**src/rtl/sacc_pkg.sv**
```systemverilog
// Shared constants and types for the converter conversion control block
package sacc_pkg;
  // Register offsets over the plain register port
  localparam logic [3:0] ADDR_CTRL_A = 4'h0;
  localparam logic [3:0] ADDR_CTRL_B = 4'h1;
  localparam logic [3:0] ADDR_CHAN = 4'h2;
  localparam logic [3:0] ADDR_REFGAIN = 4'h3;
  localparam logic [3:0] ADDR_RES_LOW = 4'h4;
  localparam logic [3:0] ADDR_RES_HIGH = 4'h5;
  localparam logic [3:0] ADDR_TRIG_FLAGS = 4'h6;
  // Control A fields
  localparam int CA_EN = 7;
  localparam int CA_START = 6;
  localparam int CA_AUTO = 5;
  localparam int CA_FLAG = 4;
  localparam int CA_IE = 3;
  localparam int CA_PS_LO = 0;
  // Control B fields
  localparam int CB_LEFT = 3;
  localparam int CB_TS_LO = 0;
  // Reference/gain field positions
  localparam int RG_GAIN_ACT = 7;
  // Trigger select code meaning the converter's own complete flag
  localparam logic [2:0] TS_SELF = 3'h0;
  // Conversion timing in converter clock cycles
  localparam logic [4:0] NORM_LEN = 5'h0f;
  localparam logic [4:0] NORM_SH = 5'h04;
  localparam logic [4:0] FIRST_LEN = 5'h1a;
  localparam logic [4:0] FIRST_SH = 5'h0f;
  localparam logic [7:0] RESET_VAL = 8'h00;

  typedef struct packed {
    logic [3:0] addr;
    logic [7:0] wdata;
    logic wr;
    logic rd;
  } sacc_bus_type;

  typedef struct packed {
    logic [4:0] channel;
    logic [2:0] reference;
    logic sample;
  } sacc_front_type;

  typedef enum logic [1:0] {
    ST_IDLE = 2'b00,
    ST_WAIT = 2'b01,
    ST_CONV = 2'b10
  } sacc_state_type;
endpackage

```
**src/rtl/sacc_top.sv**
```systemverilog
// Conversion control for a 10-bit successive-approximation converter
`timescale 1ns/1ps

module sacc_top #(
  parameter int TRIG_N = 8
) (
  input wire logic ref_clk,
  input wire logic reset_n,
  input wire sacc_pkg::sacc_bus_type bus,
  output logic [7:0] rdata,
  input wire logic converter_power_reduction,
  input wire logic [TRIG_N-1:0] trig_src,
  input wire logic vector_taken,
  input wire logic [9:0] sar_code,
  output sacc_pkg::sacc_front_type front,
  output logic conversion_complete_flag,
  output logic conv_irq_enable
);
  import sacc_pkg::*;

  // ==========================================================
  // Helpers
  // ==========================================================
  function automatic logic [7:0] ps_mask(input logic [2:0] sel);
    ps_mask = 8'((16'h0001 << (sel == 3'h0 ? 3'h1 : sel)) - 16'h0001);
  endfunction

  function automatic logic is_wr(input sacc_bus_type b, input logic [3:0] a);
    is_wr = b.wr && b.addr == a;
  endfunction

  // ==========================================================
  // Registers
  // ==========================================================
  logic en_q, en_d;
  logic start_q, start_d;
  logic auto_q, auto_d;
  logic flag_q, flag_d;
  logic ie_q, ie_d;
  logic [2:0] ps_q, ps_d;
  logic [2:0] ts_q, ts_d;
  logic left_q, left_d;
  logic lock_q, lock_d;
  logic first_q, first_d;
  logic [4:0] chan_q, chan_d;
  logic [7:0] refg_q, refg_d;
  logic [9:0] res_q, res_d;
  logic [TRIG_N-1:0] tflag_q, tflag_d;
  logic [TRIG_N-1:0] tprev_q, tprev_d;
  logic [7:0] pcnt_q, pcnt_d;
  logic [4:0] cyc_q, cyc_d;
  logic samp_q, samp_d;
  logic autoconv_q, autoconv_d;
  logic [1:0] sync_q, sync_d;
  sacc_state_type st_q, st_d;
  sacc_front_type front_q, front_d;
  logic [7:0] rdata_q, rdata_d;
  logic tick, trig_edge, usable, done, long_t, sw_start;
  logic [4:0] len, shp;

  assign usable = en_q && !converter_power_reduction;
  assign tick = usable && ((pcnt_q & ps_mask(ps_q)) == ps_mask(ps_q));
  assign trig_edge = usable && auto_q && ts_q != TS_SELF
    && trig_src[ts_q] && !tprev_q[ts_q] && !tflag_q[ts_q];
  assign long_t = first_q;
  assign len = long_t ? FIRST_LEN : NORM_LEN;
  assign shp = long_t ? FIRST_SH : NORM_SH;
  assign done = st_q == ST_CONV && tick && cyc_q == len - 5'h1;
  assign sw_start = is_wr(bus, ADDR_CTRL_A) && bus.wdata[CA_START];

  // ==========================================================
  // Next state
  // ==========================================================
  always_comb begin
    // Hold by default, except prescaler, edge history, sync, sample and read data
    en_d = en_q;
    start_d = start_q;
    auto_d = auto_q;
    flag_d = flag_q;
    ie_d = ie_q;
    ps_d = ps_q;
    ts_d = ts_q;
    left_d = left_q;
    lock_d = lock_q;
    first_d = first_q;
    chan_d = chan_q;
    refg_d = refg_q;
    res_d = res_q;
    tflag_d = tflag_q;
    tprev_d = trig_src;
    pcnt_d = usable ? pcnt_q + 8'h01 : RESET_VAL;
    cyc_d = cyc_q;
    samp_d = 1'b0;
    autoconv_d = autoconv_q;
    sync_d = {sync_q[0], 1'b0};
    st_d = st_q;
    front_d = front_q;
    rdata_d = RESET_VAL;
    if (is_wr(bus, ADDR_CTRL_A)) begin
      en_d = bus.wdata[CA_EN];
      auto_d = bus.wdata[CA_AUTO];
      ie_d = bus.wdata[CA_IE];
      ps_d = bus.wdata[CA_PS_LO +: 3];
      if (bus.wdata[CA_FLAG]) begin
        flag_d = 1'b0;
      end
      if (bus.wdata[CA_EN] && !en_q) begin
        first_d = 1'b1;
      end
    end
    if (vector_taken) begin
      flag_d = 1'b0;
    end
    if (is_wr(bus, ADDR_CTRL_B)) begin
      left_d = bus.wdata[CB_LEFT];
      ts_d = bus.wdata[CB_TS_LO +: 3];
    end
    if (is_wr(bus, ADDR_CHAN)) begin
      chan_d = bus.wdata[4:0];
      if (refg_q[RG_GAIN_ACT] && bus.wdata[4:0] != chan_q) first_d = 1'b1;
    end
    if (is_wr(bus, ADDR_REFGAIN)) begin
      refg_d = bus.wdata;
      if ((refg_q[RG_GAIN_ACT] || bus.wdata[RG_GAIN_ACT]) && bus.wdata != refg_q)
        first_d = 1'b1;
    end
    // Clear before set, so an edge in the clearing cycle is kept
    if (is_wr(bus, ADDR_TRIG_FLAGS)) begin
      tflag_d = tflag_d & ~TRIG_N'(bus.wdata);
    end
    tflag_d = tflag_d | (trig_src & ~tprev_q);
    if (!usable) begin
      st_d = ST_IDLE;
      start_d = 1'b0;
      cyc_d = 5'h0;
    end else begin
      // Selections follow the registers while idle and at a free-running restart
      if (st_q == ST_IDLE) begin
        front_d.channel = chan_d;
        front_d.reference = refg_d[2:0];
      end
      case (st_q)
        ST_IDLE: begin
          if (trig_edge) begin
            sync_d = 2'b01;
            st_d = ST_WAIT;
            start_d = 1'b1;
            autoconv_d = 1'b1;
          end else if (sw_start) begin
            st_d = ST_WAIT;
            start_d = 1'b1;
            autoconv_d = 1'b0;
          end
        end
        ST_WAIT: begin
          if (autoconv_q) begin
            if (sync_q[1]) begin
              pcnt_d = RESET_VAL;
              st_d = ST_CONV;
              cyc_d = 5'h0;
            end
          end else if (tick) begin
            st_d = ST_CONV;
            cyc_d = 5'h0;
          end
        end
        ST_CONV: begin
          if (tick) begin
            cyc_d = cyc_q + 5'h1;
            if (cyc_q == shp) begin
              samp_d = 1'b1;
            end
            if (done) begin
              flag_d = 1'b1;
              first_d = 1'b0;
              if (!lock_q) res_d = sar_code;
              if (auto_q && ts_q == TS_SELF) begin
                cyc_d = 5'h0;
                st_d = ST_CONV;
                autoconv_d = 1'b0;
                // Next free-running conversion picks up the latest selections
                front_d.channel = chan_d;
                front_d.reference = refg_d[2:0];
              end else begin
                st_d = ST_IDLE;
                start_d = 1'b0;
              end
            end
          end
        end
        default: st_d = ST_IDLE;
      endcase
    end
    front_d.sample = samp_d;
    if (bus.rd) begin
      case (bus.addr)
        ADDR_CTRL_A: rdata_d = {en_q, start_q, auto_q, flag_q, ie_q, ps_q};
        ADDR_CTRL_B: rdata_d = {4'h0, left_q, ts_q};
        ADDR_CHAN: rdata_d = {3'h0, chan_q};
        ADDR_REFGAIN: rdata_d = refg_q;
        ADDR_RES_LOW: begin
          rdata_d = left_q ? {res_q[1:0], 6'h00} : res_q[7:0];
          lock_d = 1'b1;
        end
        ADDR_RES_HIGH: begin
          rdata_d = left_q ? res_q[9:2] : {6'h00, res_q[9:8]};
          lock_d = 1'b0;
        end
        ADDR_TRIG_FLAGS: rdata_d = 8'(tflag_q);
        default: rdata_d = RESET_VAL;
      endcase
    end
  end

  // ==========================================================
  // State registers
  // ==========================================================
  always_ff @(posedge ref_clk or negedge reset_n) begin
    if (!reset_n) begin
      en_q <= 1'b0;
      start_q <= 1'b0;
      auto_q <= 1'b0;
      flag_q <= 1'b0;
      ie_q <= 1'b0;
      ps_q <= 3'h0;
      ts_q <= 3'h0;
      left_q <= 1'b0;
      lock_q <= 1'b0;
      first_q <= 1'b0;
      chan_q <= 5'h00;
      refg_q <= 8'h00;
      res_q <= 10'h000;
      tflag_q <= '0;
      tprev_q <= '0;
      pcnt_q <= 8'h00;
      cyc_q <= 5'h00;
      samp_q <= 1'b0;
      autoconv_q <= 1'b0;
      sync_q <= 2'h0;
      st_q <= ST_IDLE;
      front_q <= '0;
      rdata_q <= 8'h00;
    end else begin
      en_q <= en_d;
      start_q <= start_d;
      auto_q <= auto_d;
      flag_q <= flag_d;
      ie_q <= ie_d;
      ps_q <= ps_d;
      ts_q <= ts_d;
      left_q <= left_d;
      lock_q <= lock_d;
      first_q <= first_d;
      chan_q <= chan_d;
      refg_q <= refg_d;
      res_q <= res_d;
      tflag_q <= tflag_d;
      tprev_q <= tprev_d;
      pcnt_q <= pcnt_d;
      cyc_q <= cyc_d;
      samp_q <= samp_d;
      autoconv_q <= autoconv_d;
      sync_q <= sync_d;
      st_q <= st_d;
      front_q <= front_d;
      rdata_q <= rdata_d;
    end
  end

  assign rdata = rdata_q;
  assign front = front_q;
  assign conversion_complete_flag = flag_q;
  assign conv_irq_enable = ie_q;

  // ==========================================================
  // Checks
  // ==========================================================
  a_start_busy: assert property (@(posedge ref_clk) disable iff (!reset_n)
    st_q == ST_CONV |-> start_q) else $error("start bit low during conversion");
  a_done_flag: assert property (@(posedge ref_clk) disable iff (!reset_n)
    done && !vector_taken |=> flag_q) else $error("flag not set at completion");
  a_lock_hold: assert property (@(posedge ref_clk) disable iff (!reset_n)
    lock_q && !(bus.rd && bus.addr == ADDR_RES_HIGH) |=> $stable(res_q))
    else $error("result changed while locked");
  a_chan_frozen: assert property (@(posedge ref_clk) disable iff (!reset_n)
    st_q == ST_CONV && st_d == ST_CONV && !done |=> $stable(front_q.channel))
    else $error("channel changed mid conversion");
  a_prescale_rst: assert property (@(posedge ref_clk) disable iff (!reset_n)
    !usable |=> pcnt_q == 8'h00) else $error("prescaler not held in reset");
  a_single_end: assert property (@(posedge ref_clk) disable iff (!reset_n)
    done && !(auto_q && ts_q == TS_SELF) |=> st_q == ST_IDLE && !start_q)
    else $error("single conversion did not end");
  a_free_run: assert property (@(posedge ref_clk) disable iff (!reset_n)
    done && auto_q && ts_q == TS_SELF |=> st_q == ST_CONV && start_q && cyc_q == 5'h0)
    else $error("free running did not restart");
  a_sync_two: assert property (@(posedge ref_clk) disable iff (!reset_n)
    st_q == ST_IDLE && trig_edge |=> ##2 (st_q == ST_CONV || !usable))
    else $error("trigger sync not two cycles");

  // Power and enable gating, idle tracking and state progress
  a_power_idle: assert property (@(posedge ref_clk) disable iff (!reset_n)
    converter_power_reduction |=> st_q == ST_IDLE && !start_q)
    else $error("converter ran while power reduced");

  a_enable_idle: assert property (@(posedge ref_clk) disable iff (!reset_n)
    !en_q |=> pcnt_q == 8'h00 && st_q == ST_IDLE)
    else $error("converter active while disabled");

  a_idle_track: assert property (@(posedge ref_clk) disable iff (!reset_n)
    st_q == ST_IDLE && usable |=> front_q.channel == $past(chan_d))
    else $error("channel not tracked while idle");

  a_wait_busy: assert property (@(posedge ref_clk) disable iff (!reset_n)
    st_q == ST_WAIT |-> start_q)
    else $error("start bit low while waiting");

  a_wait_start: assert property (@(posedge ref_clk) disable iff (!reset_n)
    st_q == ST_WAIT && !autoconv_q && tick |=> st_q == ST_CONV && cyc_q == 5'h0)
    else $error("software start missed converter tick");

  a_conv_hold: assert property (@(posedge ref_clk) disable iff (!reset_n)
    st_q == ST_CONV && !done && usable |=> st_q == ST_CONV)
    else $error("conversion cut short");

  // Conversion timing
  a_first_len: assert property (@(posedge ref_clk) disable iff (!reset_n)
    done && first_q |-> cyc_q == FIRST_LEN - 5'h1)
    else $error("first conversion length wrong");

  a_norm_len: assert property (@(posedge ref_clk) disable iff (!reset_n)
    done && !first_q |-> cyc_q == NORM_LEN - 5'h1)
    else $error("normal conversion length wrong");

  a_sample_pulse: assert property (@(posedge ref_clk) disable iff (!reset_n)
    samp_q |-> front_q.sample)
    else $error("sample pulse not on front end");

  // Flags and result lock
  a_flag_vector: assert property (@(posedge ref_clk) disable iff (!reset_n)
    vector_taken && !done |=> !flag_q)
    else $error("flag not cleared by vector");

  a_tflag_sticky: assert property (@(posedge ref_clk) disable iff (!reset_n)
    tflag_q[1] && !(bus.wr && bus.addr == ADDR_TRIG_FLAGS) |=> tflag_q[1])
    else $error("trigger flag lost without clear");

  a_lock_set: assert property (@(posedge ref_clk) disable iff (!reset_n)
    bus.rd && bus.addr == ADDR_RES_LOW |=> lock_q)
    else $error("low byte read did not lock");

  a_res_high: assert property (@(posedge ref_clk) disable iff (!reset_n)
    bus.rd && bus.addr == ADDR_RES_HIGH |=> !lock_q)
    else $error("high byte read did not unlock");
endmodule

```
**config.mk**
```make
export PLATFORM = sky130hd
export DESIGN_NAME = sacc_top
export DESIGN_NICKNAME = d
export VERILOG_FILES = /design/src/rtl/sacc_pkg.sv /design/src/rtl/sacc_top.sv
export SDC_FILE = /design/constraint.sdc
export NUM_CORES = 1
export LEC_CHECK = 0
export BUFFER_PORTS_ARGS = -buffer_cell sky130_fd_sc_hd__buf_2
export CORE_ASPECT_RATIO = 1.75
export CORE_MARGIN = 3
export CORE_UTILIZATION = 58
export DETAILED_ROUTE_END_ITERATION = 8
export MAX_ROUTING_LAYER = met4
export PLACE_DENSITY = 0.81
export SLEW_MARGIN = 0
export SYNTH_ARGS = -nofsm -noshare
export SYNTH_HDL_FRONTEND = slang
export SYNTH_SLANG_ARGS = --single-unit
```
**constraint.sdc**
```tcl
create_clock -name ref_clk -period 2.89 [get_ports ref_clk]
set_clock_uncertainty 0.05 [all_clocks]
set_input_delay 0 -clock ref_clk [delete_from_list [all_inputs] [get_ports ref_clk]]
set_output_delay 0 -clock ref_clk [all_outputs]
set_load 0.005 [all_outputs]
```
Word-level counts from Yosys, hierarchy flattened

Index checks and enable logic that the tools add are counted.

Add/sub/neg operators: 4
$lt $le $gt $ge: 1
Equal/unequal tests: 25
Shift operators: 1
Muxes and demuxes: 82
Bitwise logic cells: 7
Reductions and logical operators: 37

Operators by type and width:

| cell                                                                     | number |
|---|---|
| 8-bit 2-to-1 mux                                                         | 14 |
| 8-bit one-hot mux with 7 select lines                                    | 1 |
| 5-bit 2-to-1 mux                                                         | 9 |
| 1-bit 2-to-1 mux                                                         | 35 |
| 8-bit AND                                                                | 3 |
| 2-bit 2-to-1 mux                                                         | 12 |
| 1-bit logical AND                                                        | 19 |
| 8-bit NOT                                                                | 2 |
| 5-bit AND reduction                                                      | 3 |
| 4-bit by 3-bit equality test with 1-bit output (second input constant)   | 3 |
| 3-bit inequality test (second input constant)                            | 4 |
| 4-bit inequality test (second input constant)                            | 3 |
| 5-bit one-hot mux with 2 select lines                                    | 1 |
| 1-bit binary-select mux with 3-bit select                                | 3 |
| 8-bit by 1-bit adder with 8-bit output (second input constant)           | 1 |
| 4-bit by 2-bit equality test with 1-bit output (second input constant)   | 2 |
| 8-bit equality test                                                      | 1 |
| 8-bit inequality test                                                    | 1 |
| 8-bit OR                                                                 | 1 |
| 1-bit by 3-bit << shifter with 8-bit output (first input constant)       | 1 |
| 8-bit by 1-bit subtractor with 8-bit output (second input constant)      | 1 |
| 3-bit logical NOT                                                        | 2 |
| 3-bit 2-to-1 mux                                                         | 2 |
| 3-bit by 1-bit inequality test with 1-bit output (second input constant) | 2 |
| other kinds (24)                                                         | 31 |

Register bits after elaboration: 88
Input port bits: 36
Output and inout bits: 19
Logic and storage cells: 182

Depth between registers and ports, before layout

Gate-level depths: netlist of the first run.

Depth after elaboration: 13
Mapped depth: 10

Worst setup path after synthesis of the first run

Ideal clock, no wire load.

Path type: flip-flop to flip-flop
From: reg ps_q[2]
To: reg front_q, in the netlist front[1]
Library setup time: 0.125 ns
Data arrival time: 2.203 ns
Data required time: 2.715 ns
Path slack: 0.512 ns
Stages on the path, launching flop included: 10
Path through: dfrtp_1 > buf_6 > nor2_1 > inv_1 > ha_1 > a32o_1 > a221oi_4 > nand3_1 > a21oi_4 > mux2_2

Cells in the longest elaborated chain, start to end: 12

Ends and longest elaborated chain:

| element                                         | RTL line        | source |
|---|---|---|
| start, declared                                 | sacc_top.sv:40  | `logic [2:0] ps_q, ps_d;` |
| start signal, assigned                          | sacc_top.sv:249 | `ps_q <= ps_d;` |
| 3-bit logical NOT                               | sacc_top.sv:25  | `ps_mask = 8'((16'h0001 << (sel == 3'h0 ? 3'h1 : sel)) - 16'h0001);` |
| 3-bit 2-to-1 mux (*)                            | sacc_top.sv:25  |  |
| 1-bit by 3-bit << shifter with 8-bit output (*) | sacc_top.sv:25  |  |
| 8-bit by 1-bit subtractor with 8-bit output (*) | sacc_top.sv:25  |  |
| 8-bit AND                                       | sacc_top.sv:62  | `assign tick = usable && ((pcnt_q & ps_mask(ps_q)) == ps_mask(ps_q));` |
| 8-bit equality test (*)                         | sacc_top.sv:62  |  |
| 1-bit logical AND (*)                           | sacc_top.sv:62  |  |
| 1-bit logical AND (2 in a row)                  | sacc_top.sv:68  | `assign done = st_q == ST_CONV && tick && cyc_q == len - 5'h1;` |
| 8-bit 2-to-1 mux                                | sacc_top.sv:173 | `if (done) begin` |
| 8-bit 2-to-1 mux (*)                            | sacc_top.sv:168 | `if (tick) begin` |
| 8-bit 2-to-1 mux (*)                            | sacc_top.sv:142 | `case (st_q)` |
| end signal, assigned                            | sacc_top.sv:265 | `front_q <= front_d;` |
| end, declared                                   | sacc_top.sv:56  | `sacc_front_type front_q, front_d;` |

Every way passes the cells marked *; elsewhere a longest branch is shown, timed or not.
A chain may end at the register's enable or synchronous reset.

Final worst setup path of the first run

From: reg ps_q[2]
To: reg front_q, in the netlist front[7]

Same word-level chain as after synthesis.

==> impl_metrics.tcl, run 1 <==
set metrics [dict create \
    synth_mux_area_share_pct 12.78 \
    async_flop_share_pct 100.0 \
    synthToLayoutAreaGrowth_pct 20.50 \
    pwr_density_cell_nw_per_um2 626.5 \
    internal-power_mw 2.363 \
    die_y_um 120.7 \
    ys_types 67 \
    synth_xor_area_share_pct 3.618 \
    synth_edf_count 0 \
    dp_slack_ps 244.8 \
    status "finished, violations left" \
    nNetsFinal 512 \
    syn_inst 396 \
    worstPathCellList "nor2_1, inv_1, ha_1, nor2b_1, a32o_1, a221oi_4, nand3_1, a21oi_4, mux2_2" \
    clock_latency_ps 340 \
    fin_setup_tns_ps 0 \
    via_count 3482 \
    postRouteAntennaNets 0 \
    synthesis.area_sq_um 4358 \
    clockBufferDepth 2 \
    core_area_sq_um 7233 \
    first_iter_violations 251 \
    worstPathMaxFanout 9 \
    clockPowerShare_pct 35.2 \
    combPwrFrac_pct 17.5 \
    cts_made_buffers 9 \
    utilization_pct 72.60 \
    cts_resized 0 \
    initial_core_util_pct 60.25 \
    cp-startpoint "ps_q[2]$_DFFE_PN0P_" \
    cts_tree "built" \
    wire_per_inst_um 19.69 \
    routed_wl_mm 11.09 \
    r2r-end "front[7]$_DFFE_PN0P_" \
    clkSinkCount 88 \
    hpwlAfterDp_mm 8.010 \
    whs_path_depth 2 \
    relSlewSlack_pct 29.01 \
    num_rows 41 \
    rsz0062_at_grt "false" \
    crit_arrival_ps 2810 \
    die_w_um 71.53 \
    reg2reg_slack_ps 250 \
    stdcell_area_sq_um 5251 \
    drt_pass1_iterations 5 \
    seqPwrFrac_pct 47.3 \
    diodes 0 \
    gp_congestion 0.8846 \
    dieArea_sq_um 8631 \
    worst_hold_slack_ps -2.191 \
    leakagePower_nw 2.373 \
    fin_crit_sh_pct 91.39 \
    synth_top_family_by_area "simple AND/OR/NAND/NOR gates" \
    via_per_inst 6.185 \
    synth-seq-cells 88 \
    cpPeakStageDelay_ps 510 \
    synthAdderAreaFrac_pct 1.148 \
    syn_area_per_cell_sq_um 11.00 \
    slowest_stage "dfrtp_1" \
    yosysWarnings 0 \
    synth_compound_area_share_pct 12.72 \
    cap_viol_max_count 0 \
    fmax_mhz 378.6 \
    crit_type "reg -> reg" \
    hp-start "bus[2]" \
    slew_viol_final 0 \
    cp-start-kind "register" \
    peakVddDrop_uv 584.9 \
    synthFlopType "dfrtp_1" \
    ys_seq_area_share_pct 50.53 \
    place_area_sq_um 4668 \
    ff2ff_path_depth 9 \
    period_needed_ps 2641 \
    min_to "ts_q[0]$_DFFE_PN0P_" \
    htreeDepth 3 \
    grt_pass1_wl_mm 17.79 \
    antenna_found_initial 0 \
    synth_nets 436 \
    path_clk_slew_ps 60 \
    cts_root_buffer "clkbuf_16" \
    track_usage_pct 27.91 \
    r2r_start "ps_q[2]$_DFFE_PN0P_" \
    ios 55 \
    max_slew.worst_pin.slew_ps 1065 \
    required_ps 3060 \
    setup_ws_ps 248.9 \
    grt_max_degree 89 \
    place.port_buffers 54 \
    final_layout_size_suffix_gt1_share_pct 25.58 \
    p_switching_uw 927.0 \
    final.fill_count 505 \
    violations "hold timing" \
    swShare_pct 28.18 \
    final_hold_viol_count 1 \
    first_global_vias 3649 \
    finalSetupViolCount 0 \
    grt.overflow.total 0 \
    endpoint_kind "register" \
    yosys.area_share.simple_pct 15.88 \
    drc 0 \
    hold_path_class "in -> reg" \
]
==> layer usage <==
| metal | global-route usage (%) | vias up | share of wire (%) |
|---|---|---|---|
| met3 | 5.241 | 44 | 4.5 |
| met2 | 47.52 | 134 | 54 |
| li1 | - | 1586 | - |
| met1 | 28.86 | 1718 | 35 |
| met4 | 17.88 | 0 | 6.0 |
| met5 | - | - | 0 |
==> state kept, by name, indices dropped and copies added, names as in the netlist, 2 cells and up <==
register and flops:
res_q 10, front 9, pcnt_q 8, rdata 8, refg_q 8, tflag_q 8, tprev_q 8, chan_q 5
cyc_q 5, ps_q 3, ts_q 3, st_q 2, sync_q 2
==> final cells by class <==
type / count / area [sq um] / area share [%]
flip-flops and latches: 88 / 2202 / 41.93
multi-input cells: 272 / 2011 / 38.29
repair buffers: 83 / 560.5 / 10.67
clock buffers: 9 / 225.2 / 4.289
well taps: 86 / 107.6 / 2.049
clock inverters: 7 / 77.57 / 1.477
inverters: 18 / 67.56 / 1.287
==> cells by family after synthesis <==
kind of cell,after synthesis
multiplexers,49
XOR/XNOR,18
AO/OA/AOI/OAI,74
flip-flops,88
buffers and inverters,36
AND/OR/NAND/NOR,127
adder cells (fa/ha/maj),4
==> cell usage after synthesis (all sizes together) (6+ instances only) <==
| master | instances | share of area, % |
|---|---|---|
| dfrtp | 88 | 51 |
| mux2 | 43 | 11 |
| nand2 | 32 | 2.8 |
| nor2 | 23 | 2.2 |
| inv | 18 | 1.6 |
| o21ai | 17 | 2.0 |
| nand3 | 16 | 1.8 |
| clkbuf | 14 | 1.2 |
| xor2 | 13 | 2.6 |
| a21oi | 12 | 1.6 |
| nand2b | 10 | 1.5 |
| a22o | 7 | 1.4 |
| a22oi | 7 | 1.2 |
| nor3 | 7 | 0.80 |
| nor2b | 6 | 0.86 |
==> critical path: cells and delay by family (launching register included) <==
kind	cells	cell delay (ps)
compound gates	3	980
fa+ha+maj	1	160
buf+inv	1	70
flops	1	510
mux	1	390
simple gates	3	380
==> placed cells by master, fill, tap and decap left out, types with 2 or more instances in the layout <==
cell type and n:
a22oi_1 7, buf_4 2, nor4_1 4, ha_1 4, a21oi_1 11, xnor2_1 5, o21ai_0 16, xor2_1 13
dfrtp_1 88, nor2_1 22, nand4bb_1 2, or4_1 3, a222oi_1 4, dlygate4sd3_1 28, a31oi_1 4, clkbuf_16 9
mux2_2 42, o31ai_1 2, and3_1 4, mux2i_1 5, nand3_1 16, inv_6 3, a22o_1 7, nor3b_1 3
or3_1 2, nor2b_1 6, nand3b_1 3, buf_2 53, nor3_1 7, nand2_1 31, and2_1 4, a2111oi_0 3
inv_1 18, nand2b_1 9
==> worst max path at each step <==
stage                           endpoint  slack [ps]
floorplan           front[1]$_DFFE_PN0P_         510
global placement    front[3]$_DFFE_PN0P_         370
detailed placement  front[7]$_DFFE_PN0P_         240
CTS                 front[7]$_DFFE_PN0P_         240
global route        front[7]$_DFFE_PN0P_          60
finish              front[7]$_DFFE_PN0P_         250
==> power by group through the flow <==
stage                     Clock (mW)  Combinational (mW)  Sequential, mW
final                           1.16               0.575            1.56
after global routing            1.22               0.633            1.57
after CTS                       1.18               0.579            1.55
after detailed placement           0               0.540            1.57
after global placement             0               0.518            1.56
after floorplan                    0               0.385            1.50
==> metrics by stage <==
step,instances,power [mW]
6_report,563,3.290
5_1_grt,563,3.427
4_1_cts,563,3.310
3_5_place_dp,519,2.112
3_3_place_gp,519,2.080
2_1_floorplan,396,1.886
==> what timing repair did <==
| action | in CTS | in global routing |
|---|---|---|
| hold buffers | 28 | 0 |
| hold endpoints to repair | 129 | 0 |
| buffers inserted | 0 | 0 |
No activity file was read; power rests on OpenSTA's default activity.
==> run 2: changes to the inputs <==
CAP_MARGIN = 10   (was unset)
CELL_PAD_IN_SITES_DETAIL_PLACEMENT = 0   (was unset)
CELL_PAD_IN_SITES_GLOBAL_PLACEMENT = 1   (was unset)
CORE_UTILIZATION = 46   (was 58)
==> run 2 against run 1 <==
Critical endpoint is now front[2]$_DFFE_PN0P_. Design area rose by 1.9%. Die area rose by 24%. Sequential share of layout area fell by 0.78 points. The run now ends clean. Combinational power fell by 1%. Power rose by 2.2%. First-iteration DRC count fell by 22%.
==> impl_metrics.tcl, run 2 (synthesized netlist as in run 1, its figures left out) <==
set metrics [dict create \
    status "finished clean" \
    dr_wl_met2_mm 6.094 \
    grt_max_degree 66 \
    period_needed_ps 2681 \
    rsz0062_at_grt "false" \
    fmax_mhz 372.9 \
    nNetsFinal 516 \
    first_global_vias 3560 \
    cts_root_buffer "clkbuf_16" \
    ios 55 \
    clkSinkCount 88 \
    relSlewSlack_pct 34.46 \
    cts_hold_buf 29 \
    cts_made_buffers 9 \
    endpoint_kind "register" \
    num_rows 46 \
    leakagePower_nw 2.408 \
    dieArea_sq_um 10720 \
    track_usage_pct 23.17 \
    antenna_found_initial 0 \
    cap_viol_max_count 0 \
    diodes 0 \
    wl_met1_mm 4.116 \
    fin_crit_sh_pct 92.78 \
    drc 0 \
    slew_viol_final 0 \
    initial_core_util_pct 47.62 \
    final_layout_size_suffix_gt1_share_pct 25.99 \
    peakVddDrop_uv 479.2 \
    wl_met3_um 371 \
    stdcell_area_sq_um 5351 \
    pwr_density_cell_nw_per_um2 628.4 \
    routed_wl_mm 11.11 \
    final_hold_viol_count 0 \
    first_iter_violations 195 \
    via_count 3391 \
    cts_tree "built" \
    worstPathCellList "nor2_1, nand2_1, ha_1, nor2b_1, a32o_1, a221oi_4, nand3_1, a21oi_4, mux2_2" \
    required_ps 3060 \
    path_clk_slew_ps 60 \
    hpwlAfterDp_mm 8.265 \
    max_slew.worst_pin.slew_ps 974.2 \
    die_y_um 134.8 \
    hold_path_class "in -> reg" \
    cpPeakStageDelay_ps 530 \
    final_cells 601 \
    grt_pass1_wl_mm 18.29 \
    gp_congestion 0.9416 \
    postRouteAntennaNets 0 \
    mostFrequentLayoutCells "88 x dfrtp_1, 53 x buf_2, 42 x mux2_2" \
    die_w_um 79.58 \
    via_per_inst 5.642 \
    place.port_buffers 54 \
    worstPathMaxFanout 9 \
    clockBufferDepth 2 \
    dp_slack_ps 225.2 \
    setup_ws_ps 208.7 \
    crit_type "reg -> reg" \
    largest_reg_flops 10 \
    regMostFlops "res_q" \
    cts_resized 0 \
    clock_latency_ps 340 \
    core_area_sq_um 9151 \
    wire_per_inst_um 18.48 \
    slowest_stage "dfrtp_1" \
    cts_setup_buffers 0 \
    synthToLayoutAreaGrowth_pct 22.80 \
    place_area_sq_um 4733 \
    routed.top_layer "met4" \
    htreeDepth 3 \
    crit_arrival_ps 2860 \
    place_inst 556 \
    drt_pass1_iterations 5 \
    fin_setup_tns_ps 0 \
    cp-start-kind "register" \
    final_common_cell "dfrtp_1" \
    finalSetupViolCount 0 \
    worst_hold_slack_ps 7.883 \
    grt.overflow.total 0 \
]
-- run 2: per-stage QoR --
step | util (%) | power [mW]
floorplan | - | 1.886
global placement | 51.72 | 2.096
detailed placement | 51.72 | 2.116
CTS | 58.48 | 3.394
global route | 58.48 | 3.531
finish | 58.48 | 3.363
-- run 2: final timing paths --
path / slack [ps] / depth (start not counted) / to / start
hold / removal: 8 / 2 / refg_q[3]$_DFFE_PN0P_ / bus[5]
setup / recovery: 210 / 9 / front[2]$_DFFE_PN0P_ / ps_q[2]$_DFFE_PN0P_
min in group asynchronous: 240 / 2 / sync_q[1]$_DFF_PN0_ / reset_n
setup reg to reg: 210 / 9 / front[2]$_DFFE_PN0P_ / ps_q[2]$_DFFE_PN0P_
hold reg to reg: 410 / 1 / sync_q[1]$_DFF_PN0_ / sync_q[0]$_DFF_PN0_
max in group asynchronous: 1840 / 3 / rdata[2]$_DFF_PN0_ / reset_n
-- run 2: critical path: cells and delay by family (launching register included) --
family	cells	cell delay, ps
and+or+nand+nor	4	450
AOI/OAI and AO/OA	3	1000
adders and majority gates	1	170
muxes	1	380
DFF	1	530
-- run 2: final cells by class --
class / count / area, sq um
Fill cell: 807 / 3800
Inverter: 18 / 67.56
Timing Repair Buffer: 87 / 593.1
Clock inverter: 3 / 47.55
Clock buffer: 13 / 280.3
Sequential cell: 88 / 2202
Multi-Input combinational cell: 272 / 2011
Tap cell: 120 / 150.1
-- run 2: metal layers --
metal	GRT usage, %	vias to the layer above
li1	-	1607
met4	12.81	0
met2	40.42	88
met3	3.271	28
met1	24.73	1668
met5	-	-
-- run 2: power breakdown --
group	leakage, nW	switching, mW	internal [mW]
combinational	1.13	0.266	0.303
clock	0.162	0.472	0.767
sequential	1.11	0.170	1.39
total	2.41	0.907	2.46
==> run 3: changes to the inputs <==
RECOVER_POWER = 50   (was unset)
==> run 3 against run 2 <==
Worst hold slack is essentially flat. Clock power about the same. Critical path type unchanged. Count of clock-buffer cells in the layout unchanged. Flip-flop and latch count unchanged. Largest power group unchanged. Global-route usage unchanged. The run now ends with capacitance limit, slew limit left. Via count is 0.32% higher. Utilization shrank 0.31 points. Design area is 0.54% lower.
==> impl_metrics.tcl, run 3 (synthesized netlist as in run 1, its figures left out) <==
set metrics [dict create \
    finalSetupViolCount 0 \
    reg2reg_slack_ps 230 \
    clockBufferDepth 2 \
    largest_reg_flops 10 \
    path_clk_slew_ps 60 \
    slew_viol_final 66 \
    hpwlAfterDp_mm 8.265 \
    diodes 0 \
    endpoint_kind "register" \
    grt_max_degree 66 \
    place_area_sq_um 4733 \
    mostFrequentLayoutCells "88 x dfrtp_1, 42 x mux2_2, 35 x buf_2" \
    clock_latency_ps 340 \
    setup_ws_ps 226.5 \
    place_inst 556 \
    max_slew.worst_pin.slew_ps 1581 \
    htreeDepth 3 \
    routed_wl_mm 11.14 \
    track_usage_pct 23.17 \
    grt_pass1_wl_mm 18.29 \
    violations "capacitance limit, slew limit" \
    cts_made_buffers 9 \
    first_global_vias 3560 \
    cp-start-kind "register" \
    pwr_density_cell_nw_per_um2 631.5 \
    relSlewSlack_pct -5.367 \
    regMostFlops "res_q" \
    drc 0 \
    initial_core_util_pct 47.62 \
    grt.overflow.total 0 \
    final_cells 601 \
    dp_slack_ps 225.2 \
    crit_type "reg -> reg" \
    final_layout_size_suffix_gt1_share_pct 22.04 \
    rsz0062_at_grt "false" \
    required_ps 3070 \
    fin_crit_sh_pct 92.16 \
    postRouteAntennaNets 0 \
    dieArea_sq_um 10720 \
    via_count 3402 \
    whs_path_depth 2 \
    nNetsFinal 516 \
    synthToLayoutAreaGrowth_pct 22.14 \
    status "finished, violations left" \
    cts_tree "built" \
    antenna_found_initial 0 \
    peakVddDrop_uv 478.9 \
    die_y_um 134.8 \
    cts_resized 0 \
    via_per_inst 5.661 \
    min_to "refg_q[3]$_DFFE_PN0P_" \
    r2r-end "front[2]$_DFFE_PN0P_" \
    wire_per_inst_um 18.53 \
    leakagePower_nw 2.342 \
    fin_setup_tns_ps 0 \
    clkSinkCount 88 \
    first_iter_violations 188 \
    num_rows 46 \
    die_w_um 79.58 \
    ff2ff_path_depth 9 \
    core_area_sq_um 9151 \
    stdcell_area_sq_um 5323 \
    r2r_start "ps_q[2]$_DFFE_PN0P_" \
    crit_arrival_ps 2840 \
    cap_viol_max_count 1 \
    cts_root_buffer "clkbuf_16" \
    final_common_cell "dfrtp_1" \
    period_needed_ps 2663 \
    hp-start "bus[5]" \
    gp_congestion 0.9416 \
    ios 55 \
    final_hold_viol_count 0 \
    worstPathMaxFanout 9 \
    fmax_mhz 375.4 \
    hold_path_class "in -> reg" \
    drt_pass1_iterations 5 \
    place.port_buffers 54 \
]
## run 3: changes by cell type in the layout (fill, tap and decap cells not counted), sizes merged
cell    change
clkbuf     +20
buf        -20
## run 3: worst max path at each step
stage	start	to	slack, ps	depth (start not counted)
finish	ps_q[2]$_DFFE_PN0P_	front[2]$_DFFE_PN0P_	230	9
global route	ps_q[2]$_DFFE_PN0P_	front[1]$_DFFE_PN0P_	40	9
CTS	ps_q[2]$_DFFE_PN0P_	front[4]$_DFFE_PN0P_	210	9
detailed placement	ps_q[2]$_DFFE_PN0P_	front[4]$_DFFE_PN0P_	230	9
global placement	ps_q[2]$_DFFE_PN0P_	front[2]$_DFFE_PN0P_	340	9
floorplan	ps_q[2]$_DFFE_PN0P_	front[1]$_DFFE_PN0P_	510	9
## run 3: timing repair
action	in CTS	in global routing
hold endpoints to repair	96	0
hold buffers	29	0
setup buffers	0	0
## run 3: worst max-delay path: stages (launching register included)
cell	delay, ps
dfrtp_1	520
nor2_1	80
nand2_1	90
ha_1	170
nor2b_1	50
a32o_1	280
a221oi_4	350
nand3_1	210
a21oi_4	370
mux2_2	380
## run 3: per-layer routing
| layer | GRT usage (%) | part of all wire, % | vias to the layer above |
|---|---|---|---|
| li1 | - | - | 1601 |
| met1 | 24.73 | 37 | 1682 |
| met2 | 40.42 | 55 | 89 |
| met3 | 3.271 | 3.4 | 30 |
| met4 | 12.81 | 4.5 | 0 |
| met5 | - | 0 | - |
## run 3: metrics by stage
step / hold slack [ps] / total power, mW / utilization, %
2_1_floorplan: -345.6 / 1.886 / -
3_3_place_gp: 73.93 / 2.096 / 51.72
3_5_place_dp: 76.01 / 2.116 / 51.72
4_1_cts: 9.913 / 3.394 / 58.48
5_1_grt: 16.81 / 3.525 / 58.16
6_report: 8.119 / 3.361 / 58.16
## run 3: layout make-up
class | instances | area [sq um]
flip-flops and latches | 88 | 2202
clock inverters | 3 | 47.55
repair buffers | 87 | 564.3
clock buffers | 13 | 280.3
well taps | 120 | 150.1
inverters | 18 | 67.56
fillers | 819 | 3829
multi-input cells | 272 | 2011
## run 3: where the power goes
group	switching, mW	internal (mW)	total (mW)
clock network	0.475	0.767	1.24
logic	0.266	0.297	0.563
registers	0.170	1.39	1.56
